File: src/core/opcode_cmd_map.vh
// register offsets, opcodes, point and condition codes for the command interpreter
`ifndef OPCODE_CMD_MAP_VH
`define OPCODE_CMD_MAP_VH
`define REG_ACTION_OPCODE 16'h9cbd
`define REG_ACTION_PARAM_ONE 16'h9cbe
`define REG_ACTION_PARAM_TWO 16'h9cbf
`define OP_ALARM_CLEAR 8'hba
`define OP_JOG_BEGIN 8'h96
`define OP_JOG_HALT 8'hd8
`define OP_ENCODER_POS_LOAD 8'h98
`define OP_FIXED_MOVE_SPEED_CHANGE 8'h6d
`define OP_RELATIVE_MOVE 8'h66
`define OP_SENSOR_MOVE_MASKED 8'h6a
`define OP_FIXED_MOVE_WITH_OUTPUT 8'h68
`define OP_ABSOLUTE_MOVE 8'h67
`define OP_SENSOR_MOVE 8'h6b
`define OP_SENSOR_MOVE_SAFETY 8'h6c
`define OP_MOTOR_OFF 8'h9e
`define OP_MOTOR_ON 8'h9f
`define OP_ORIGIN_SEEK 8'h6e
`define OP_POSITION_LOAD 8'ha5
`define OP_CLOSED_LOOP_SWITCH 8'h54
`define OP_SET_OUTPUT 8'h8b
`define OP_INPUT_WAIT 8'h70
`define OP_PROGRAM_RUN 8'h78
`define OP_TIME_WAIT 8'h6f
`define OP_ORIGIN_FIND_ALT 8'hdb
`define OP_HARD_STOP_FLUSH 8'he1
`define OP_SOFT_STOP_FLUSH 8'he2
`define CMD_COUNT 23
`define CLOSED_LOOP_MODE_FULL 16'h0001
`define PT_INDEX 8'h30
`define PT_PORT_FIRST 8'h31
`define PT_PORT_LAST 8'h3c
`define COND_LOW 8'h4c
`define COND_HIGH 8'h48
`define COND_RISE 8'h52
`define COND_FALL 8'h46
`define COND_NONE 3'b000
`define COND_IS_LOW 3'b001
`define COND_IS_HIGH 3'b010
`define COND_IS_RISE 3'b011
`define COND_IS_FALL 3'b100
`endif

File: src/core/io_code_decode.v
// decoder of I/O point and condition codes
`timescale 1ns/1ps
module io_code_decode (
    input wire [15:0] point_code,
    input wire [15:0] cond_code,
    output reg [3:0] point_index,
    output reg point_valid,
    output reg [2:0] cond_kind
);
`include "opcode_cmd_map.vh"
    // index 0 is the encoder index pulse, 1..12 the ports
    always @* begin
        point_index = 4'h0;
        point_valid = 1'b0;
        if (point_code[15:8] == 8'h00 && point_code[7:0] >= `PT_INDEX &&
                point_code[7:0] <= `PT_PORT_LAST) begin
            point_index = point_code[3:0];
            point_valid = 1'b1;
        end
    end

    always @* begin
        cond_kind = `COND_NONE;
        if (cond_code[15:8] == 8'h00) begin
            case (cond_code[7:0])
                `COND_LOW: cond_kind = `COND_IS_LOW;
                `COND_HIGH: cond_kind = `COND_IS_HIGH;
                `COND_RISE: cond_kind = `COND_IS_RISE;
                `COND_FALL: cond_kind = `COND_IS_FALL;
                default: cond_kind = `COND_NONE;
            endcase
        end
    end
endmodule // io_code_decode

File: src/core/opcode_cmd_interp.v
// command interpreter: opcode register, two parameters, one-cycle command strobes
`timescale 1ns/1ps
//////////////////////////////////////////////////////////////////////////////
// Operation
// - register 40125 (0x9cbd) holds the action opcode.
// - each write to the opcode register launches the matching action.
// - parameters one and two live at 40126 and 40127.
// - parameter slots an opcode does not use are ignored.
// - 0x96 starts continuous jog, no parameters.
// - 0xd8 stops jog, no parameters.
// - 0x66 relative move, 0x67 absolute move, no parameters.
// - 0x6b, 0x6a, 0x6c sensor moves take point and condition.
// - 0x68 move with output, 0x6d move with speed change take point, condition.
// - 0x6e origin seek ends on given point and condition.
// - 0xdb alternate homing takes one parameter.
// - 0xa5 loads commanded position, 0x98 encoder position, split over both.
// - 0x8b drives output named by point to state given by condition.
// - 0x70 waits for a digital input condition; the code decodes no point or condition for it.
// - 0x78 runs stored program selected by parameter one.
// - 0xe1 stops at max deceleration and flushes buffered commands.
// - 0xe2 stops at normal deceleration and flushes buffered commands.
// - 0x54 with parameter one 01 switches to full closed loop.
// - point codes: 0x30 index pulse, 0x31..0x3c ports one to twelve.
// - condition 0x4c means low level, optocoupler conducting.
// - condition 0x48 means high level, optocoupler off.
module opcode_cmd_interp (
    input wire ref_clk,
    input wire reset_n,
    input wire reg_wr,
    input wire reg_rd,
    input wire [15:0] reg_addr,
    input wire [15:0] reg_wdata,
    output reg [15:0] reg_rdata,
    output reg reg_ack,
    output reg reg_err,
    output reg alarm_clear_cmd,
    output reg jog_begin_cmd,
    output reg jog_halt_cmd,
    output reg encoder_pos_load_cmd,
    output reg fixed_move_speed_change_cmd,
    output reg relative_move_cmd,
    output reg sensor_move_masked_cmd,
    output reg fixed_move_with_output_cmd,
    output reg absolute_move_cmd,
    output reg sensor_move_cmd,
    output reg sensor_move_safety_cmd,
    output reg motor_off_cmd,
    output reg motor_on_cmd,
    output reg origin_seek_cmd,
    output reg position_load_cmd,
    output reg closed_loop_switch_cmd,
    output reg set_output_cmd,
    output reg input_wait_cmd,
    output reg program_run_cmd,
    output reg time_wait_cmd,
    output reg origin_find_alt_cmd,
    output reg hard_stop_flush_cmd,
    output reg soft_stop_flush_cmd,
    output reg [3:0] cmd_point,
    output reg [2:0] cmd_cond,
    output reg [15:0] cmd_value,
    output reg [31:0] cmd_position,
    output reg opcode_rejected
);
`include "opcode_cmd_map.vh"

    //////////////////////////////////////////////////////////////////////////
    // registers
    reg [15:0] action_opcode;
    reg [15:0] action_param_one;
    reg [15:0] action_param_two;
    reg launch;
    reg [15:0] launch_opcode;
    wire [3:0] dec_point;
    wire dec_point_valid;
    wire [2:0] dec_cond;
    reg [22:0] next_cmd;
    reg next_reject;
    reg uses_point;
    reg uses_pos;
    reg uses_value;

    // decode used for write and read access
    function addr_hit;
        input [15:0] addr;
        begin
            addr_hit = (addr == `REG_ACTION_OPCODE) || (addr == `REG_ACTION_PARAM_ONE) ||
                (addr == `REG_ACTION_PARAM_TWO);
        end
    endfunction

    //////////////////////////////////////////////////////////////////////////
    // bus answer: ack one cycle after any request, err when the address maps nothing
    always @(posedge ref_clk or negedge reset_n) begin
        if (!reset_n) begin
            reg_ack <= 1'b0;
            reg_err <= 1'b0;
        end else begin
            reg_ack <= reg_wr | reg_rd;
            reg_err <= (reg_wr | reg_rd) & ~addr_hit(reg_addr);
        end
    end

    //////////////////////////////////////////////////////////////////////////
    // holding registers; every opcode write relaunches, a repeated value too
    always @(posedge ref_clk or negedge reset_n) begin
        if (!reset_n) begin
            action_opcode <= 16'h0000;
            action_param_one <= 16'h0000;
            action_param_two <= 16'h0000;
            launch <= 1'b0;
            launch_opcode <= 16'h0000;
        end else begin
            launch <= 1'b0;
            // params are taken as written; the launch uses whatever stands then
            if (reg_wr) begin
                case (reg_addr)
                    `REG_ACTION_OPCODE: begin
                        action_opcode <= reg_wdata;
                        launch_opcode <= reg_wdata;
                        launch <= 1'b1;
                    end
                    `REG_ACTION_PARAM_ONE: action_param_one <= reg_wdata;
                    `REG_ACTION_PARAM_TWO: action_param_two <= reg_wdata;
                    default: ;
                endcase
            end
        end
    end

    //////////////////////////////////////////////////////////////////////////
    // read path; read data holds until the next read, unmapped reads give zero
    always @(posedge ref_clk or negedge reset_n) begin
        if (!reset_n) begin
            reg_rdata <= 16'h0000;
        end else if (reg_rd) begin
            case (reg_addr)
                `REG_ACTION_OPCODE: reg_rdata <= action_opcode;
                `REG_ACTION_PARAM_ONE: reg_rdata <= action_param_one;
                `REG_ACTION_PARAM_TWO: reg_rdata <= action_param_two;
                default: reg_rdata <= 16'h0000;
            endcase
        end
    end

    //////////////////////////////////////////////////////////////////////////
    // parameter decode
    io_code_decode u_io_code_decode (
        .point_code(action_param_one),
        .cond_code(action_param_two),
        .point_index(dec_point),
        .point_valid(dec_point_valid),
        .cond_kind(dec_cond)
    );

    //////////////////////////////////////////////////////////////////////////
    // opcode decode; a point/condition opcode with bad codes is rejected
    always @* begin
        next_cmd = 23'h00_0000;
        next_reject = 1'b0;
        uses_point = 1'b0;
        uses_pos = 1'b0;
        uses_value = 1'b0;
        if (launch_opcode[15:8] != 8'h00) begin
            next_reject = 1'b1;
        end else begin
            case (launch_opcode[7:0])
                `OP_ALARM_CLEAR: begin
                    next_cmd[0] = 1'b1;
                end
                `OP_JOG_BEGIN: begin
                    next_cmd[1] = 1'b1;
                end
                `OP_JOG_HALT: begin
                    next_cmd[2] = 1'b1;
                end
                `OP_ENCODER_POS_LOAD: begin
                    next_cmd[3] = 1'b1;
                    uses_pos = 1'b1;
                end
                `OP_FIXED_MOVE_SPEED_CHANGE: begin
                    next_cmd[4] = 1'b1;
                    uses_point = 1'b1;
                end
                `OP_RELATIVE_MOVE: begin
                    next_cmd[5] = 1'b1;
                end
                `OP_SENSOR_MOVE_MASKED: begin
                    next_cmd[6] = 1'b1;
                    uses_point = 1'b1;
                end
                `OP_FIXED_MOVE_WITH_OUTPUT: begin
                    next_cmd[7] = 1'b1;
                    uses_point = 1'b1;
                end
                `OP_ABSOLUTE_MOVE: begin
                    next_cmd[8] = 1'b1;
                end
                `OP_SENSOR_MOVE: begin
                    next_cmd[9] = 1'b1;
                    uses_point = 1'b1;
                end
                `OP_SENSOR_MOVE_SAFETY: begin
                    next_cmd[10] = 1'b1;
                    uses_point = 1'b1;
                end
                `OP_MOTOR_OFF: begin
                    next_cmd[11] = 1'b1;
                end
                `OP_MOTOR_ON: begin
                    next_cmd[12] = 1'b1;
                end
                `OP_ORIGIN_SEEK: begin
                    next_cmd[13] = 1'b1;
                    uses_point = 1'b1;
                end
                `OP_POSITION_LOAD: begin
                    next_cmd[14] = 1'b1;
                    uses_pos = 1'b1;
                end
                `OP_CLOSED_LOOP_SWITCH: begin
                    // only the full closed loop value is a defined mode
                    if (action_param_one == `CLOSED_LOOP_MODE_FULL) begin
                        next_cmd[15] = 1'b1;
                    end else begin
                        next_reject = 1'b1;
                    end
                end
                `OP_SET_OUTPUT: begin
                    next_cmd[16] = 1'b1;
                    uses_point = 1'b1;
                end
                `OP_INPUT_WAIT: begin
                    next_cmd[17] = 1'b1;
                end
                `OP_PROGRAM_RUN: begin
                    next_cmd[18] = 1'b1;
                    uses_value = 1'b1;
                end
                `OP_TIME_WAIT: begin
                    next_cmd[19] = 1'b1;
                    uses_value = 1'b1;
                end
                `OP_ORIGIN_FIND_ALT: begin
                    next_cmd[20] = 1'b1;
                    uses_value = 1'b1;
                end
                `OP_HARD_STOP_FLUSH: begin
                    next_cmd[21] = 1'b1;
                end
                `OP_SOFT_STOP_FLUSH: begin
                    next_cmd[22] = 1'b1;
                end
                default: next_reject = 1'b1;
            endcase
        end
        // a bad point or condition drops the whole launch rather than guess
        // set output needs a level, not an edge
        if (uses_point && (!dec_point_valid || dec_cond == `COND_NONE ||
                (next_cmd[16] && dec_cond != `COND_IS_LOW && dec_cond != `COND_IS_HIGH))) begin
            next_cmd = 23'h00_0000;
            next_reject = 1'b1;
        end
    end

    //////////////////////////////////////////////////////////////////////////
    // strobes, one cycle after the launch; at most one is high in any cycle
    always @(posedge ref_clk or negedge reset_n) begin
        if (!reset_n) begin
            alarm_clear_cmd <= 1'b0;
            jog_begin_cmd <= 1'b0;
            jog_halt_cmd <= 1'b0;
            encoder_pos_load_cmd <= 1'b0;
            fixed_move_speed_change_cmd <= 1'b0;
            relative_move_cmd <= 1'b0;
            sensor_move_masked_cmd <= 1'b0;
            fixed_move_with_output_cmd <= 1'b0;
            absolute_move_cmd <= 1'b0;
            sensor_move_cmd <= 1'b0;
            sensor_move_safety_cmd <= 1'b0;
            motor_off_cmd <= 1'b0;
            motor_on_cmd <= 1'b0;
            origin_seek_cmd <= 1'b0;
            position_load_cmd <= 1'b0;
            closed_loop_switch_cmd <= 1'b0;
            set_output_cmd <= 1'b0;
            input_wait_cmd <= 1'b0;
            program_run_cmd <= 1'b0;
            time_wait_cmd <= 1'b0;
            origin_find_alt_cmd <= 1'b0;
            hard_stop_flush_cmd <= 1'b0;
            soft_stop_flush_cmd <= 1'b0;
            opcode_rejected <= 1'b0;
        end else begin
            alarm_clear_cmd <= launch & next_cmd[0];
            jog_begin_cmd <= launch & next_cmd[1];
            jog_halt_cmd <= launch & next_cmd[2];
            encoder_pos_load_cmd <= launch & next_cmd[3];
            fixed_move_speed_change_cmd <= launch & next_cmd[4];
            relative_move_cmd <= launch & next_cmd[5];
            sensor_move_masked_cmd <= launch & next_cmd[6];
            fixed_move_with_output_cmd <= launch & next_cmd[7];
            absolute_move_cmd <= launch & next_cmd[8];
            sensor_move_cmd <= launch & next_cmd[9];
            sensor_move_safety_cmd <= launch & next_cmd[10];
            motor_off_cmd <= launch & next_cmd[11];
            motor_on_cmd <= launch & next_cmd[12];
            origin_seek_cmd <= launch & next_cmd[13];
            position_load_cmd <= launch & next_cmd[14];
            closed_loop_switch_cmd <= launch & next_cmd[15];
            set_output_cmd <= launch & next_cmd[16];
            input_wait_cmd <= launch & next_cmd[17];
            program_run_cmd <= launch & next_cmd[18];
            time_wait_cmd <= launch & next_cmd[19];
            origin_find_alt_cmd <= launch & next_cmd[20];
            hard_stop_flush_cmd <= launch & next_cmd[21];
            soft_stop_flush_cmd <= launch & next_cmd[22];
            // a launch that fails decode pulses the reject flag instead
            opcode_rejected <= launch & next_reject;
        end
    end

    //////////////////////////////////////////////////////////////////////////
    // argument outputs change only on an accepted launch and then hold
    always @(posedge ref_clk or negedge reset_n) begin
        if (!reset_n) begin
            cmd_point <= 4'h0;
            cmd_cond <= `COND_NONE;
            cmd_value <= 16'h0000;
            cmd_position <= 32'h0000_0000;
        end else if (launch && !next_reject) begin
            // unused slots are zeroed, not passed through
            cmd_point <= uses_point ? dec_point : 4'h0;
            cmd_cond <= uses_point ? dec_cond : `COND_NONE;
            cmd_value <= uses_value ? action_param_one : 16'h0000;
            cmd_position <= uses_pos ? {action_param_one, action_param_two} :
                32'h0000_0000;
        end
    end
endmodule // opcode_cmd_interp

File: config.mk
export PLATFORM = sky130hd
export DESIGN_NAME = opcode_cmd_interp
export DESIGN_NICKNAME = d
export VERILOG_FILES = /design/src/core/io_code_decode.v /design/src/core/opcode_cmd_interp.v
export VERILOG_INCLUDE_DIRS = /design/src /design/src/core
export SDC_FILE = /design/constraint.sdc
export NUM_CORES = 1
export LEC_CHECK = 0
export BUFFER_PORTS_ARGS = -buffer_cell sky130_fd_sc_hd__buf_2
export CAP_MARGIN = 25
export CELL_PAD_IN_SITES_DETAIL_PLACEMENT = 0
export CELL_PAD_IN_SITES_GLOBAL_PLACEMENT = 1
export CORE_UTILIZATION = 30
export DETAILED_ROUTE_END_ITERATION = 12
export GPL_TIMING_DRIVEN = 1
export PLACE_DENSITY = 0.7
export SYNTH_ARGS = -nofsm -noshare
export SYNTH_HDL_FRONTEND = slang
export SYNTH_SLANG_ARGS = --single-unit
File: constraint.sdc
create_clock -name ref_clk -period 3.3 [get_ports ref_clk]
set_input_delay 0.66 -clock ref_clk [delete_from_list [all_inputs] [get_ports ref_clk]]
set_output_delay 0.66 -clock ref_clk [all_outputs]
set_load 0.005 [all_outputs]
==> qor.csv <==
stage;metric;value;unit
sta;Hold Slack;190;ps
final_layout;most common cell after layout, fill and taps aside;dfrtp_1;
worst_setup_path;Startpoint Class;flop;
global_route;first-pass GRT wire length;28.9;mm
sta;RSZ-0062 raised after global routing;false;
detailed_routing;Routed Antenna Nets;0;
worst_setup_path;Critical Path End Type;flop;
sta;Slew HR;0.472;
floorplanning;DIE HEIGHT;151;µm
global_route;met1 Usage GRT;0.238;
floorplanning;area of the core;0.0218;mm²
final_layout;fin nets;770;
worst_setup_path;Worst R2R Setup Slack;300;ps
logic_synthesis;Mapped Area;0.00666;mm²
clocking;worst skew pair latency;430;ps
logic_synthesis;Post-Syn Instances;593;
detailed_routing;final WL;18.7;mm
final_layout;ANT cells;0;
global_route;met2 usage;0.270;
clocking;clk sinks;146;
clocking;H-tree depth;4;
worst_setup_path;reg2reg end;cmd_value[15];
logic_synthesis;syn_nets;629;
clocking;TritonCTS clock tree;built;
global_route;largest net degree at the start of global routing;62;
logic_synthesis;Mean Syn Cell Area;11.2;µm²
logic_synthesis;yosys warns;0;
pwr;worst vdd ir;0.318;mV
sta;setup TNS;0;ps
floorplanning;# rows;54;
global_route;met3 usage;0.0401;
worst_setup_path;crit path max fanout;22;
floorplanning;I/O Pins;133;
logic_synthesis;synth unique cells;47;
clocking;postcts setup bufs;0;
worst_setup_path;R2R cell count;7;
pwr;PwrDens;469;mW/mm²
detailed_routing;drt drc;0;
detailed_routing;DR WL/cell;18.2;µm
logic_synthesis;ys async rst share;1.00;
sta;Fin. Hold Viols;0;
global_route;Congestion Overflow GR;0;
worst_setup_path;type of the worst setup path;reg2reg;
detailed_routing;vias per cell;4.79;
clocking;CTS clock-pin slew for the worst setup and hold paths;60;ps
logic_synthesis;top_reg_cell synth;dfrtp_1;
global_route;initial antenna violation count;0;
sta;Tmin final;3000;ps
floorplanning;Initial Util;0.305;
clocking;CTS max path bufs;2;
pwr;Leak;3.90;nW
global_route;number of global-route vias before repair;4977;
final_layout;fraction of layout cells with a size suffix above 1;0.343;
place;Placer Congestion;0.825;
logic_synthesis;number of enable flip-flop cells after synthesis;0;
global_route;gr usage total;0.174;
worst_setup_path;Worst Path Arrival;3350;ps
logic_synthesis;register bit total from synthesis;146;
floorplanning;die area;0.0228;mm²
clocking;CTS Buf Count;17;
place;Post-DP HPWL;13.4;mm
final_layout;P&R area growth vs syn;24.9;%
worst_setup_path;worst path required time;3650;ps
job;Max Cap Violations;0;
sta;final number of setup-violating endpoints;0;
detailed_routing;DRT Pass-1 Iters;4;
clocking;Root Driver;clkbuf_16;
detailed_routing;detailed-route via count;4916;
sta;Tcrit/Tclk final;0.908;
sta;Worst Max-Slew Pin Slew;789;ps
place;IO Port Bufs;132;
sta;Max Slew Vio Count;0;
floorplanning;Die X;151;µm
final_layout;commonest non-fill, non-tap cells in the layout;dfrtp_1, buf_2, inv_1;
sta;Peak Freq;334;MHz
global_route;GR peak layer;met2;
logic_synthesis;sequential share of the synthesized area;0.549;
detailed_routing;Iter 0 DRT Violations;303;
hold_path;min-delay worst type;in2async;
run_status;status;complete, no violations;
worst_setup_path;Critical R2R Launch;action_param_one[11];
sta;Setup Skew;14.0;ps
per-stage QoR:
step	setup slack, ps	instances	total power [mW]	util	cell area, µm²
after floorplan	746	593	1.84	-	6660
after global placement	333	995	1.92	0.353	7700
after detailed placement	248	995	1.92	0.353	7700
after CTS	192	1027	3.93	0.381	8310
after global routing	147	1027	4.03	0.381	8310
final	303	1027	3.90	0.381	8310
critical path, cell delays in order (launching register included):
cell and delay [ps]:
dfrtp_1 430, nor4_1 600, nand4_1 290, a2111oi_2 540
a22oi_4 80, o21ba_4 490, buf_12 250, mux2i_1 220
flip-flops by register name, indices dropped and copies added, names as in the netlist, 3 cells and up:
| register | flops |
|---|---|
| cmd_position | 32 |
| action_param_two | 16 |
| cmd_value | 16 |
| reg_rdata | 16 |
| launch_opcode | 16 |
| cmd_point | 4 |
| action_param_one | 16 |
| cmd_cond | 3 |
worst max path at each step:
| stage | from | end | depth (start not counted) |
|---|---|---|---|
| floorplan | launch_opcode[6] | cmd_cond[0] | 7 |
| global placement | action_param_one[13] | cmd_position[31] | 7 |
| detailed placement | action_param_one[11] | cmd_position[7] | 7 |
| CTS | action_param_one[11] | cmd_value[15] | 7 |
| global route | action_param_one[11] | cmd_value[15] | 7 |
| finish | action_param_one[11] | cmd_value[15] | 7 |
per-layer routing:
layer	vias to the layer above	wire (µm)
met1	2444	8770
li1	2322	-
met4	0	387
met2	127	8770
met5	-	0
met3	23	780
power by group:
part	switching (mW)	internal [mW]	leakage [nW]
Sequential	0.000548	1.79	2.03
Combinational	0.0695	0.0269	1.57
Clock	0.810	1.20	0.288
synthesized netlist by cell type (2+ instances only):
cell type / instances / area [µm²]
dfrtp_1: 146 / 3650
inv_1: 74 / 278
nand2_1: 65 / 244
mux2_2: 63 / 709
mux2i_1: 54 / 541
clkbuf_1: 27 / 101
a22oi_1: 17 / 128
o22ai_1: 17 / 106
nor2_1: 16 / 60.1
nor2b_1: 11 / 68.8
nor3_1: 11 / 55.1
nor4_1: 11 / 68.8
nand3_1: 10 / 50.1
nand4_1: 6 / 37.5
a21oi_1: 5 / 25.0
buf_8: 5 / 75.1
nand2b_1: 5 / 31.3
nor4b_1: 5 / 43.8
nor4bb_1: 4 / 40.0
and3_1: 3 / 18.8
nand3b_1: 3 / 22.5
nand4b_1: 3 / 26.3
o21ai_0: 3 / 15.0
a31oi_1: 2 / 12.5
and2_1: 2 / 12.5
nand4bb_1: 2 / 22.5
o21a_1: 2 / 15.0
or4_1: 2 / 15.0
cells by family (layout without fill, tap and decap cells):
family                 Yosys count  in the layout  share of synthesized area
buffers and inverters          108            262                     0.0705
multiplexers                   118            118                      0.189
flip-flops                     146            146                      0.549
AO/OA/AOI/OAI                   54             54                     0.0588
AND/OR/NAND/NOR                167            167                      0.133
final cells by class:
class / count / area [µm²]
Multi-Input combinational cell: 339 / 2540
Inverter: 74 / 278
Sequential cell: 146 / 3650
Fill cell: 2212 / 13500
Tap cell: 280 / 350
Clock buffer: 18 / 429
Clock inverter: 14 / 175
Timing Repair Buffer: 156 / 885
what timing repair did:
item / CTS / global route
gates resized for setup: 0 / 1
hold buffers: 0 / 0
endpoints found under the setup margin: 0 / 2
Note: power is estimated with default switching activity, not from simulation.
